### config.mk
export PLATFORM = sky130hd
export DESIGN_NAME = peripheral_dma_unit
export DESIGN_NICKNAME = d
export VERILOG_FILES = /design/src/core/peripheral_dma_pkg.sv /design/src/core/peripheral_dma_unit.sv
export SDC_FILE = /design/constraint.sdc
export NUM_CORES = 1
export LEC_CHECK = 0
export BUFFER_PORTS_ARGS = -buffer_cell sky130_fd_sc_hd__buf_4
export CAP_MARGIN = 5
export CORE_UTILIZATION = 45
export CTS_BUF_LIST = sky130_fd_sc_hd__clkbuf_16
export DETAILED_ROUTE_END_ITERATION = 8
export PLACE_DENSITY = 0.74
export SETUP_SLACK_MARGIN = 0.3
export SYNTH_ARGS = -nofsm -noshare
export SYNTH_HDL_FRONTEND = slang
export SYNTH_SLANG_ARGS = --single-unit
### constraint.sdc
create_clock -name aclk -period 4.85 [get_ports aclk]
set_input_delay 0 -clock aclk [delete_from_list [all_inputs] [get_ports aclk]]
set_output_delay 0 -clock aclk [all_outputs]
set_load 0.005 [all_outputs]
### src/core/peripheral_dma_pkg.sv
package peripheral_dma_pkg;

    localparam int          NUM_CHANNELS    = 24;

    localparam logic [11:0] OFF_RX_PTR      = 12'h100;
    localparam logic [11:0] OFF_RX_CNT      = 12'h104;
    localparam logic [11:0] OFF_TX_PTR      = 12'h108;
    localparam logic [11:0] OFF_TX_CNT      = 12'h10C;
    localparam logic [11:0] OFF_RX_NEXT_PTR = 12'h110;
    localparam logic [11:0] OFF_RX_NEXT_CNT = 12'h114;
    localparam logic [11:0] OFF_TX_NEXT_PTR = 12'h118;
    localparam logic [11:0] OFF_TX_NEXT_CNT = 12'h11C;
    localparam logic [11:0] OFF_CTRL        = 12'h120;
    localparam logic [11:0] OFF_STATUS      = 12'h124;

    // Register kind from offset bits 4 and 2, direction from bit 3
    localparam logic [1:0]  KIND_CUR_PTR    = 2'h0;
    localparam logic [1:0]  KIND_CUR_CNT    = 2'h1;
    localparam logic [1:0]  KIND_NEXT_PTR   = 2'h2;
    localparam logic [1:0]  KIND_NEXT_CNT   = 2'h3;

    localparam int          CTRL_RX_EN      = 0;
    localparam int          CTRL_RX_DIS     = 1;
    localparam int          CTRL_TX_EN      = 8;
    localparam int          CTRL_TX_DIS     = 9;
    localparam int          STAT_RX_EN      = 0;
    localparam int          STAT_TX_EN      = 8;

    localparam logic        DIR_RX          = 1'b0;
    localparam logic        DIR_TX          = 1'b1;

    localparam logic [1:0]  SIZE_BYTE       = 2'h0;
    localparam logic [1:0]  SIZE_HALF       = 2'h1;
    localparam logic [1:0]  SIZE_WORD       = 2'h2;

    localparam logic [1:0]  RESP_OKAY       = 2'h0;
    localparam logic [1:0]  RESP_SLVERR     = 2'h2;

    localparam logic [31:0] PTR_RESET       = 32'h0000_0000;
    localparam logic [15:0] CNT_RESET       = 16'h0000;

    typedef enum logic [1:0] {
        ST_IDLE,
        ST_REQ,
        ST_MEM,
        ST_PUT
    } state_t;

    typedef struct packed {
        logic        valid;
        logic        write;
        logic [1:0]  size;
        logic [31:0] addr;
        logic [31:0] wdata;
    } mem_cmd_t;

endpackage : peripheral_dma_pkg

### src/core/peripheral_dma_unit.sv
`timescale 1ns/1ps
`default_nettype none

// Functional notes
// Pointer advances 1, 2 or 4 bytes per byte, half-word or word unit.
// A pointer rewritten mid-transfer is used for the following units.
// The 16-bit current counter drops by one per moved unit.
// Current and next counters both zero: stop and raise the end flag.
// Current zero, next nonzero: next loads current, next then cleared. Code reloads in place of the unit taking current from 1.
// Receive end flag set at last memory write; nonzero receive count write clears.
// Transmit end flag set at last holding write; nonzero transmit count write clears.
// Receive full flag set when both receive counters zero; nonzero receive count write clears.
// Transmit empty flag set when both transmit counters zero; nonzero transmit count write clears.
// Full duplex programs both directions; half duplex programs one at a time.
// Half duplex shares one pointer and counter set, chosen by operating direction.
// Counter reads return the units still outstanding.
// Control register enables or disables each direction; status shows enables.
// Receive ready requests the matrix, reads holding register, writes memory.
// Transmit ready requests the matrix, reads memory, writes holding register.
// System has 24 channels; each holds current and next pointers and counters.
// End-of-transfer interrupt is raised by the served peripheral, not here.
// Ten registers sit at offsets 0x100 to 0x124 in every peripheral.
// Zero counter halts a direction; 1 to 65535 starts it when enabled.
// Unit width follows the peripheral character size for step and access.
module peripheral_dma_unit (
    input  wire logic                          aclk,
    input  wire logic                          aresetn,
    input  wire logic [11:0]                   awaddr,
    input  wire logic                          awvalid,
    output logic                               awready,
    input  wire logic [31:0]                   wdata,
    input  wire logic [3:0]                    wstrb,
    input  wire logic                          wvalid,
    output logic                               wready,
    output logic [1:0]                         bresp,
    output logic                               bvalid,
    input  wire logic                          bready,
    input  wire logic [11:0]                   araddr,
    input  wire logic                          arvalid,
    output logic                               arready,
    output logic [31:0]                        rdata,
    output logic [1:0]                         rresp,
    output logic                               rvalid,
    input  wire logic                          rready,
    input  wire logic                          half_duplex,
    input  wire logic                          tx_mode,
    input  wire logic [1:0]                    char_size,
    input  wire logic                          rx_ready,
    input  wire logic [31:0]                   rx_holding_reg,
    output logic                               rx_holding_read,
    input  wire logic                          tx_ready,
    output logic [31:0]                        tx_holding_reg,
    output logic                               tx_holding_write,
    output logic                               mem_req,
    input  wire logic                          mem_grant,
    output var peripheral_dma_pkg::mem_cmd_t   mem_cmd,
    input  wire logic [31:0]                   mem_rdata,
    input  wire logic                          mem_done,
    output logic                               rx_end_flag,
    output logic                               tx_end_flag,
    output logic                               rx_buffer_full_flag,
    output logic                               tx_buffer_empty_flag
);
    import peripheral_dma_pkg::*;

    // Storage index 0 serves receive, 1 transmit; half duplex keeps pointers and counters in index 0 only
    logic [31:0] cur_ptr  [2];
    logic [15:0] cur_cnt  [2];
    logic [31:0] next_ptr [2];
    logic [15:0] next_cnt [2];
    logic        xfer_en  [2];
    logic        end_flag [2];
    logic        buf_flag [2];
    state_t      state;
    logic        dir;
    logic [31:0] unit_buf;

    logic        aw_held;
    logic [11:0] aw_addr;
    logic        w_held;
    logic [31:0] w_data;
    logic [3:0]  w_strb;

    logic        wr_go;
    logic        wr_chan;
    logic        wr_idx;
    logic [1:0]  wr_kind;
    logic [31:0] wr_val;
    logic        adv;
    logic        ai;

    function automatic logic phys(input logic d);
        phys = half_duplex ? DIR_RX : d;
    endfunction : phys

    function automatic logic [31:0] step_of(input logic [1:0] sz);
        case (sz)
            SIZE_HALF: step_of = 32'h0000_0002;
            SIZE_WORD: step_of = 32'h0000_0004;
            default:   step_of = 32'h0000_0001;
        endcase
    endfunction : step_of

    function automatic logic is_chan(input logic [11:0] a);
        is_chan = (a[11:5] == OFF_RX_PTR[11:5]) && (a[1:0] == 2'h0);
    endfunction : is_chan

    function automatic logic is_mapped(input logic [11:0] a);
        is_mapped = is_chan(a) || (a == OFF_CTRL) || (a == OFF_STATUS);
    endfunction : is_mapped

    function automatic logic [31:0] read_reg(input logic [11:0] a);
        logic p;
        p = phys(a[3]);
        read_reg = 32'h0000_0000;
        if (is_chan(a)) begin
            case ({a[4], a[2]})
                KIND_CUR_PTR:  read_reg = cur_ptr[p];
                KIND_CUR_CNT:  read_reg = {16'h0000, cur_cnt[p]};
                KIND_NEXT_PTR: read_reg = next_ptr[p];
                default:       read_reg = {16'h0000, next_cnt[p]};
            endcase
        end else if (a == OFF_STATUS) begin
            read_reg[STAT_RX_EN] = xfer_en[DIR_RX];
            read_reg[STAT_TX_EN] = xfer_en[DIR_TX];
        end
    endfunction : read_reg

    function automatic logic [31:0] merge(input logic [31:0] old, input logic [31:0] nv,
                                          input logic [3:0] strb);
        for (int b = 0; b < 4; b++) begin
            merge[b*8 +: 8] = strb[b] ? nv[b*8 +: 8] : old[b*8 +: 8];
        end
    endfunction : merge

    function automatic logic eligible(input logic d);
        logic rdy;
        rdy = (d == DIR_RX) ? rx_ready : tx_ready;
        eligible = xfer_en[d] && (cur_cnt[phys(d)] != CNT_RESET) && rdy
                   && (!half_duplex || (tx_mode == d));
    endfunction : eligible

    // Register bus: write address and data taken in either order
    assign awready = !aw_held;
    assign wready  = !w_held;
    assign arready = !rvalid;
    assign wr_go   = aw_held && w_held && !bvalid;
    assign wr_chan = is_chan(aw_addr);
    assign wr_idx  = phys(aw_addr[3]);
    assign wr_kind = {aw_addr[4], aw_addr[2]};
    assign wr_val  = merge(read_reg(aw_addr), w_data, w_strb);

    always_ff @(posedge aclk) begin
        if (!aresetn) begin
            aw_held <= 1'b0;
            aw_addr <= 12'h000;
            w_held  <= 1'b0;
            w_data  <= 32'h0000_0000;
            w_strb  <= 4'h0;
            bvalid  <= 1'b0;
            bresp   <= RESP_OKAY;
        end else begin
            if (awvalid && awready) begin
                aw_held <= 1'b1;
                aw_addr <= awaddr;
            end
            if (wvalid && wready) begin
                w_held <= 1'b1;
                w_data <= wdata;
                w_strb <= wstrb;
            end
            if (wr_go) begin
                aw_held <= 1'b0;
                w_held  <= 1'b0;
                bvalid  <= 1'b1;
                bresp   <= is_mapped(aw_addr) ? RESP_OKAY : RESP_SLVERR;
            end else if (bready) begin
                bvalid <= 1'b0;
            end
        end
    end

    always_ff @(posedge aclk) begin
        if (!aresetn) begin
            rvalid <= 1'b0;
            rdata  <= 32'h0000_0000;
            rresp  <= RESP_OKAY;
        end else if (arvalid && arready) begin
            rvalid <= 1'b1;
            rdata  <= read_reg(araddr);
            rresp  <= is_mapped(araddr) ? RESP_OKAY : RESP_SLVERR;
        end else if (rready) begin
            rvalid <= 1'b0;
        end
    end

    // Unit completes at the memory write (receive) or holding write (transmit)
    assign adv = ((state == ST_MEM) && mem_done && (dir == DIR_RX)) || (state == ST_PUT);
    assign ai  = phys(dir);

    // Software writes land after engine updates so a fresh pointer wins
    always_ff @(posedge aclk) begin
        if (!aresetn) begin
            for (int i = 0; i < 2; i++) begin
                cur_ptr[i]  <= PTR_RESET;
                cur_cnt[i]  <= CNT_RESET;
                next_ptr[i] <= PTR_RESET;
                next_cnt[i] <= CNT_RESET;
            end
        end else begin
            for (int i = 0; i < 2; i++) begin
                if (adv && (ai == i)) begin
                    if ((cur_cnt[i] == 16'h0001) && (next_cnt[i] != CNT_RESET)) begin
                        cur_ptr[i]  <= next_ptr[i];
                        cur_cnt[i]  <= next_cnt[i];
                        next_ptr[i] <= PTR_RESET;
                        next_cnt[i] <= CNT_RESET;
                    end else begin
                        cur_ptr[i] <= cur_ptr[i] + step_of(char_size);
                        cur_cnt[i] <= cur_cnt[i] - 16'h0001;
                    end
                end
                if (wr_go && wr_chan && (wr_idx == i)) begin
                    case (wr_kind)
                        KIND_CUR_PTR:  cur_ptr[i]  <= wr_val;
                        KIND_CUR_CNT:  cur_cnt[i]  <= wr_val[15:0];
                        KIND_NEXT_PTR: next_ptr[i] <= wr_val;
                        default:       next_cnt[i] <= wr_val[15:0];
                    endcase
                end
            end
        end
    end

    always_ff @(posedge aclk) begin
        if (!aresetn) begin
            xfer_en[DIR_RX] <= 1'b0;
            xfer_en[DIR_TX] <= 1'b0;
        end else if (wr_go && (aw_addr == OFF_CTRL)) begin
            if (w_data[CTRL_RX_DIS]) begin
                xfer_en[DIR_RX] <= 1'b0;
            end else if (w_data[CTRL_RX_EN]) begin
                xfer_en[DIR_RX] <= 1'b1;
            end
            if (w_data[CTRL_TX_DIS]) begin
                xfer_en[DIR_TX] <= 1'b0;
            end else if (w_data[CTRL_TX_EN]) begin
                xfer_en[DIR_TX] <= 1'b1;
            end
        end
    end

    // Completion flags: a set in the clearing cycle wins
    always_ff @(posedge aclk) begin
        if (!aresetn) begin
            for (int d = 0; d < 2; d++) begin
                end_flag[d] <= 1'b0;
                buf_flag[d] <= 1'b0;
            end
        end else begin
            for (int d = 0; d < 2; d++) begin
                logic set_end;
                logic set_buf;
                logic clr;
                set_end = adv && (dir == d) && (cur_cnt[ai] == 16'h0001);
                set_buf = set_end && (next_cnt[ai] == CNT_RESET);
                clr = wr_go && wr_chan && wr_kind[0] && (wr_idx == phys(d[0]))
                      && (wr_val[15:0] != CNT_RESET);
                end_flag[d] <= set_end || (end_flag[d] && !clr);
                buf_flag[d] <= set_buf || (buf_flag[d] && !clr);
            end
        end
    end

    // Flags go to the peripheral, which raises its own interrupt
    assign rx_end_flag          = end_flag[DIR_RX];
    assign tx_end_flag          = end_flag[DIR_TX];
    assign rx_buffer_full_flag  = buf_flag[DIR_RX];
    assign tx_buffer_empty_flag = buf_flag[DIR_TX];

    assign mem_req          = (state == ST_REQ);
    assign rx_holding_read  = (state == ST_REQ) && mem_grant && (dir == DIR_RX);
    assign tx_holding_write = (state == ST_PUT);
    assign tx_holding_reg   = unit_buf;

    // One unit at a time; receive has priority when both are ready
    always_ff @(posedge aclk) begin
        if (!aresetn) begin
            state    <= ST_IDLE;
            dir      <= DIR_RX;
            unit_buf <= 32'h0000_0000;
            mem_cmd  <= '0;
        end else begin
            case (state)
                ST_IDLE: begin
                    if (eligible(DIR_RX)) begin
                        dir   <= DIR_RX;
                        state <= ST_REQ;
                    end else if (eligible(DIR_TX)) begin
                        dir   <= DIR_TX;
                        state <= ST_REQ;
                    end
                end
                ST_REQ: begin
                    if (!xfer_en[dir]) begin
                        state <= ST_IDLE;
                    end else if (mem_grant) begin
                        mem_cmd.valid <= 1'b1;
                        mem_cmd.write <= (dir == DIR_RX);
                        mem_cmd.size  <= char_size;
                        mem_cmd.addr  <= cur_ptr[ai];
                        mem_cmd.wdata <= (dir == DIR_RX) ? rx_holding_reg : 32'h0000_0000;
                        state         <= ST_MEM;
                    end
                end
                ST_MEM: begin
                    if (mem_done) begin
                        mem_cmd.valid <= 1'b0;
                        if (dir == DIR_TX) begin
                            unit_buf <= mem_rdata;
                            state    <= ST_PUT;
                        end else begin
                            state <= ST_IDLE;
                        end
                    end
                end
                ST_PUT: state <= ST_IDLE;
                default: state <= ST_IDLE;
            endcase
        end
    end
endmodule : peripheral_dma_unit

`default_nettype wire

# Yosys cells after proc, flatten, opt, wreduce, memory -nomap -nowiden
# Memory sizes are Yosys's and may differ from the RTL's. A register that Yosys moved wholly into a read port is not among the register bits.
# Index checks and enable logic that the tools add are counted.
[word_totals]
reg_bits = 191
ramBits = 198
input_bits = 139
output_inout_bits = 148
word_cells = 309
memories = 7
[memory_table]
columns = ["memory", "depth", "width", "read_ports", "rd_ports_with_merged_regs", "wr", "line_no", "text"]
rows = [
  ["cur_ptr", 2, 32, 5, 0, 2, "peripheral_dma_unit.sv:67", "logic [31:0] cur_ptr [2];"],
  ["next_ptr", 2, 32, 4, 0, 2, "peripheral_dma_unit.sv:69", "logic [31:0] next_ptr [2];"],
  ["cur_cnt", 2, 16, 6, 0, 2, "peripheral_dma_unit.sv:68", "logic [15:0] cur_cnt [2];"],
  ["next_cnt", 2, 16, 5, 0, 2, "peripheral_dma_unit.sv:70", "logic [15:0] next_cnt [2];"],
  ["buf_flag", 2, 1, 2, 0, 2, "peripheral_dma_unit.sv:73", "logic buf_flag [2];"],
  ["end_flag", 2, 1, 2, 0, 2, "peripheral_dma_unit.sv:72", "logic end_flag [2];"],
  ["1 more memories", "n/a", "n/a", "n/a", "n/a", "n/a", "n/a", ""],
]
[op_classes]
add_sub_neg = 4
eq_ne = 24
mux = 143
bitwise = 33
reduce_logical = 80
[ops]
columns = ["op", "n"]
rows = [
  ["32-bit two-way mux", 17],
  ["32-bit case mux with 3 select lines", 2],
  ["16-bit two-way mux", 10],
  ["68-bit two-way mux", 2],
  ["1-bit two-way mux", 93],
  ["16-bit nonzero test", 5],
  ["32-bit adder", 2],
  ["12-bit by 9-bit == test with 1-bit output (second input constant)", 4],
  ["16-bit by 1-bit == test with 1-bit output (second input constant)", 3],
  ["23-bit two-way mux", 2],
  ["1-bit logical AND", 40],
  ["8-bit two-way mux", 4],
  ["16-bit by 1-bit subtractor with 16-bit output (second input constant)", 2],
  ["1-bit OR", 28],
  ["16-bit zero test", 1],
  ["2-bit two-way mux", 8],
  ["7-bit by 4-bit == test with 1-bit output (second input constant)", 2],
  ["7-bit two-way mux", 2],
  ["1-bit logical OR", 11],
  ["2-bit == test (second input constant)", 5],
  ["2-bit zero test", 5],
  ["3-bit AND reduction", 3],
  ["2-bit by 1-bit == test with 1-bit output (second input constant)", 4],
  ["2-bit case mux with 4 select lines", 1],
  ["13 further kinds", 28],
]

# Depth between registers and ports, before layout
[logic_depth]
word_depth = 11
depth_mapped = 12
depth_no_buf = 12

# Worst setup path after synthesis
# Ideal clock, no wire load.
[synth_path]
kind = "reg2reg"
startpoint = "reg aw_addr[6]"
endpoint = "mem cur_ptr[1][0] (enable)"
setup_ns = 0.466
arrival_time_ns = 3.922
required_ns = 4.384
path_slack_ns = 0.462
path_stages_with_launch = 7
path_buffers = 1
synth_period_minus_slack_ns = 4.388
cell_sequence = "dfxtp_1 -> nor4b_1 -> nand3b_1 -> clkbuf_1 -> nor2_1 -> nand3_1 -> o21ai_0"
[synth_rtl]
columns = ["element", "line_no", "text"]
rows = [
  ["start, declared", "peripheral_dma_unit.sv:79", "logic [11:0] aw_addr;"],
  ["start signal, assigned", "peripheral_dma_unit.sv:165", "aw_addr <= awaddr;"],
  ["end, declared", "peripheral_dma_unit.sv:67", ""],
]

==> metrics.csv <==
stage,metric,value,unit
logic_synthesis,synth_commonest_cells,"319 x nand2_1, 271 x nor2_1, 203 x a21oi_1",
grt,grt_first_pass_wirelength,118000,um
routing,wl_per_cell,25.4,um
placed_design,hpwlAfterDp,53000,um
placed_design,gp_congestion,1.01,
setup_path,r2r-start,aw_addr[3]$_SDFFE_PN0P_,
final_layout,largest_reg_flops,68,
power,p_leak,9.19,nW
grt,antenna_found_initial,2,
power,power_density,295,nW/um^2
sta,hold_violations,0,
clock_network,clkLatencyLatePin,0.59,ns
flow_run,cap_violations,0,
setup_path,end_kind,flip-flop,
final_layout,fin_util,58.2,%
logic_synthesis,syn_inst,2127,
sta,timing.fmax,273,MHz
power,max-vdd-ir-drop,0.204,mV
grt,grt_overflow_total,0,
clock_network,ctsResizeCount,0,
final_layout,reg.largest.list,"mem_cmd x68, cur_ptr x64, next_ptr x64",
routing,ant_nets,0,
logic_synthesis,yosysMostFrequentCell,nand2_1,
final_layout,fillCellCount,3691,
clock_network,clkTransAtPathRegs,0.06,ns
floorplanning,core,44500,um^2
sta,slew_viol_final,0,
placed_design,io_buffers,284,
sta,max-slew-margin-rel,16.6,%
grt,grt_pass1_vias,19100,
final_layout,syn2layout_area_growth,26.6,%
sta,fin_skew,0.0198,ns
clock_network,clock_sinks,388,
min_path,hp-class,input pin to flip-flop,
clock_network,cts_tree,built,
sta,tightest_slew,1.25,ns
logic_synthesis,synthMuxAreaShare,11.4,%
sta,timing.final.crit_share,75.5,%
grt,grt_max_degree,107,
sta,setup_violations,0,
logic_synthesis,syn-cell-area,20500,um^2
final_layout,layout-drive-gt1-share,20.6,%
sta,finalCriticalPeriod,3.66,ns
logic_synthesis,synth_area_leaders,"edfxtp_1 28%, dfxtp_1 19%, mux4_2 8.1%",
setup_path,reg2reg_slack,1.19,ns
logic_synthesis,synthFlopType,dfxtp_1,
logic_synthesis,synth_top_family_by_area,simple AND/OR/NAND/NOR gates,
outcome,outcome,finished clean,
grt,grtUsageTotal,33.5,%
routing,drtIter0Drc,2754,
logic_synthesis,synth_edf_count,193,
logic_synthesis,synth-simple-area-share,17.2,%
floorplanning,die_height,215,um
min_path,hp-start,arvalid,
logic_synthesis,synth_top_cell_by_area,edfxtp_1,
sta,finalSetupTns,0,ns
logic_synthesis,synthXorXnorAreaFrac,3.17,%
floorplanning,die_w,215,um
logic_synthesis,synth_compound_area_share,16.0,%
setup_path,cp_max_fo,49,
logic_synthesis,yosysWarnings,0,
logic_synthesis,synth_cell_types,67,
floorplanning,rows,77,
logic_synthesis,ys_seq_elements,388,
logic_synthesis,ys_seq_area_share,47.4,%
final_layout,nets,2645,
routing,vias,19800,
min_path,holdPathEnd,rdata[28]$_SDFFE_PN0P_,
floorplanning,io-pin-count,287,
setup_path,r2r-end,buf_flag[0][1]$_SDFF_PN0_,
min_path,whs_path_depth,5,
setup_path,critPathRequiredTime,5.35,ns
setup_path,cp-start-kind,flip-flop,
setup_path,rr_worst_depth,8,
logic_synthesis,synthArstFlopShare,0,%
setup_path,arrival,4.17,ns
sta,rsz0062_at_grt,no,
routing,via_per_inst,6.35,
clock_network,htree_num_levels,2,
clock_network,root_buffer,clkbuf_16,
clock_network,clockBufferDepth,3,
floorplanning,dieArea,46300,um^2
routing,drc,0,
floorplanning,initial_core_util,45.9,%
logic_synthesis,synthAdderAreaFrac,0.991,%
final_layout,top_register,mem_cmd,
clock_network,cts_buffers,42,
logic_synthesis,synth_area_per_cell,9.61,um^2
routing,drt_pass1_iterations,6,
routing,wirelength,79300,um
logic_synthesis,synth_top_area_share,28.3,%
setup_path,critPathKind,flip-flop to flip-flop,
-- logic make-up after synthesis --
group	count (synthesis)
adder cells (fa/ha/maj)	15
flip-flops	388
AO/OA/AOI/OAI	514
other	1
buffers and inverters	187
XOR/XNOR	74
AND/OR/NAND/NOR	808
multiplexers	140
-- what timing repair did --
action                                 4_1_cts  5_1_grt
hold buffers                               134        0
endpoints found under the hold margin      148        0
setup buffers                                0        0
-- per-layer routing --
metal	up-vias	track usage, %	wire [um]
met5	-	0	9
met4	2	17.2	4430
met3	273	7.57	8620
met2	1329	53.6	36800
met1	9612	42.3	29400
li1	8553	-	-
-- critical path, cell delays in order, from the launching register on --
cell and delay, ns:
dfxtp_1 0.45, and2b_4 0.77, mux4_2 0.60, nand2_1 0.08, a21oi_1 0.08, a21oi_2 0.50
nand4_1 0.26, or4b_4 0.66, a21oi_2 0.15
-- worst max path at each step --
stage                       startpoint                        end  slack [ns]  cells after the start
3_3_place_gp   aw_addr[3]$_SDFFE_PN0P_  buf_flag[0][1]$_SDFF_PN0_        1.35                      8
2_1_floorplan  aw_addr[6]$_SDFFE_PN0P_    cur_ptr[1][0]$_DFFE_PP_        0.46                      6
4_1_cts        aw_addr[3]$_SDFFE_PN0P_  buf_flag[0][1]$_SDFF_PN0_        1.25                      8
3_5_place_dp   aw_addr[3]$_SDFFE_PN0P_  buf_flag[0][1]$_SDFF_PN0_        1.27                      8
5_1_grt        aw_addr[3]$_SDFFE_PN0P_  buf_flag[0][0]$_SDFF_PN0_        1.09                      8
6_report       aw_addr[3]$_SDFFE_PN0P_  buf_flag[0][1]$_SDFF_PN0_        1.19                      8
-- metrics by stage --
step | power (mW) | setup slack, ns | area [um^2] | std cells | hold WS [ns]
after floorplan | 4.08 | 0.462 | 20500 | 2128 | 0.100
after global placement | 4.40 | 1.35 | 23200 | 2905 | 0.192
after detailed placement | 4.42 | 1.27 | 23200 | 2905 | 0.199
after CTS | 7.62 | 1.25 | 25900 | 3114 | 0.0250
after global routing | 7.83 | 1.09 | 25900 | 3115 | 0.0573
final | 7.64 | 1.19 | 25900 | 3115 | 0.0419
-- layout by cell type, fill, tap and decap left out, types with 8 or more instances in the layout --
cell type,Yosys,final
xor2_1,28,28
edfxtp_1,193,193
clkinv_1,0,8
a21oi_2,7,8
a21oi_1,203,202
mux4_2,74,74
nand3_1,62,62
nand4_1,23,23
nor3_1,35,34
dlygate4sd3_1,0,134
and3_1,12,12
a221oi_1,16,16
a211oi_1,65,65
o211ai_1,38,38
dfxtp_1,195,195
ha_1,13,13
nand2_1,319,319
o22ai_1,15,15
nor4_1,19,19
clkbuf_16,0,46
nor2b_1,12,9
nor2_1,271,269
buf_4,3,345
or3_1,11,11
a22oi_1,53,53
o21ai_0,70,68
mux2i_1,63,63
inv_1,26,33
xnor2_1,46,46
-- area by class of cell --
type / instances / area, um^2 / share of cell area, %
Antenna cell: 1 / 2.50 / 0.00967
Clock buffer: 46 / 1150 / 4.45
Tap cell: 592 / 741 / 2.86
Inverter: 26 / 103 / 0.396
Multi-Input combinational cell: 1553 / 10100 / 38.9
Clock inverter: 29 / 180 / 0.696
Timing Repair Buffer: 480 / 3950 / 15.3
Sequential cell: 388 / 9700 / 37.5
-- where the power goes --
| part | switching (mW) | internal, mW |
|---|---|---|
| Clock | 1.36 | 1.81 |
| Sequential | 0.149 | 3.53 |
| Combinational | 0.423 | 0.369 |
| Total | 1.93 | 5.71 |
Note: power is estimated with default switching activity, not from simulation.
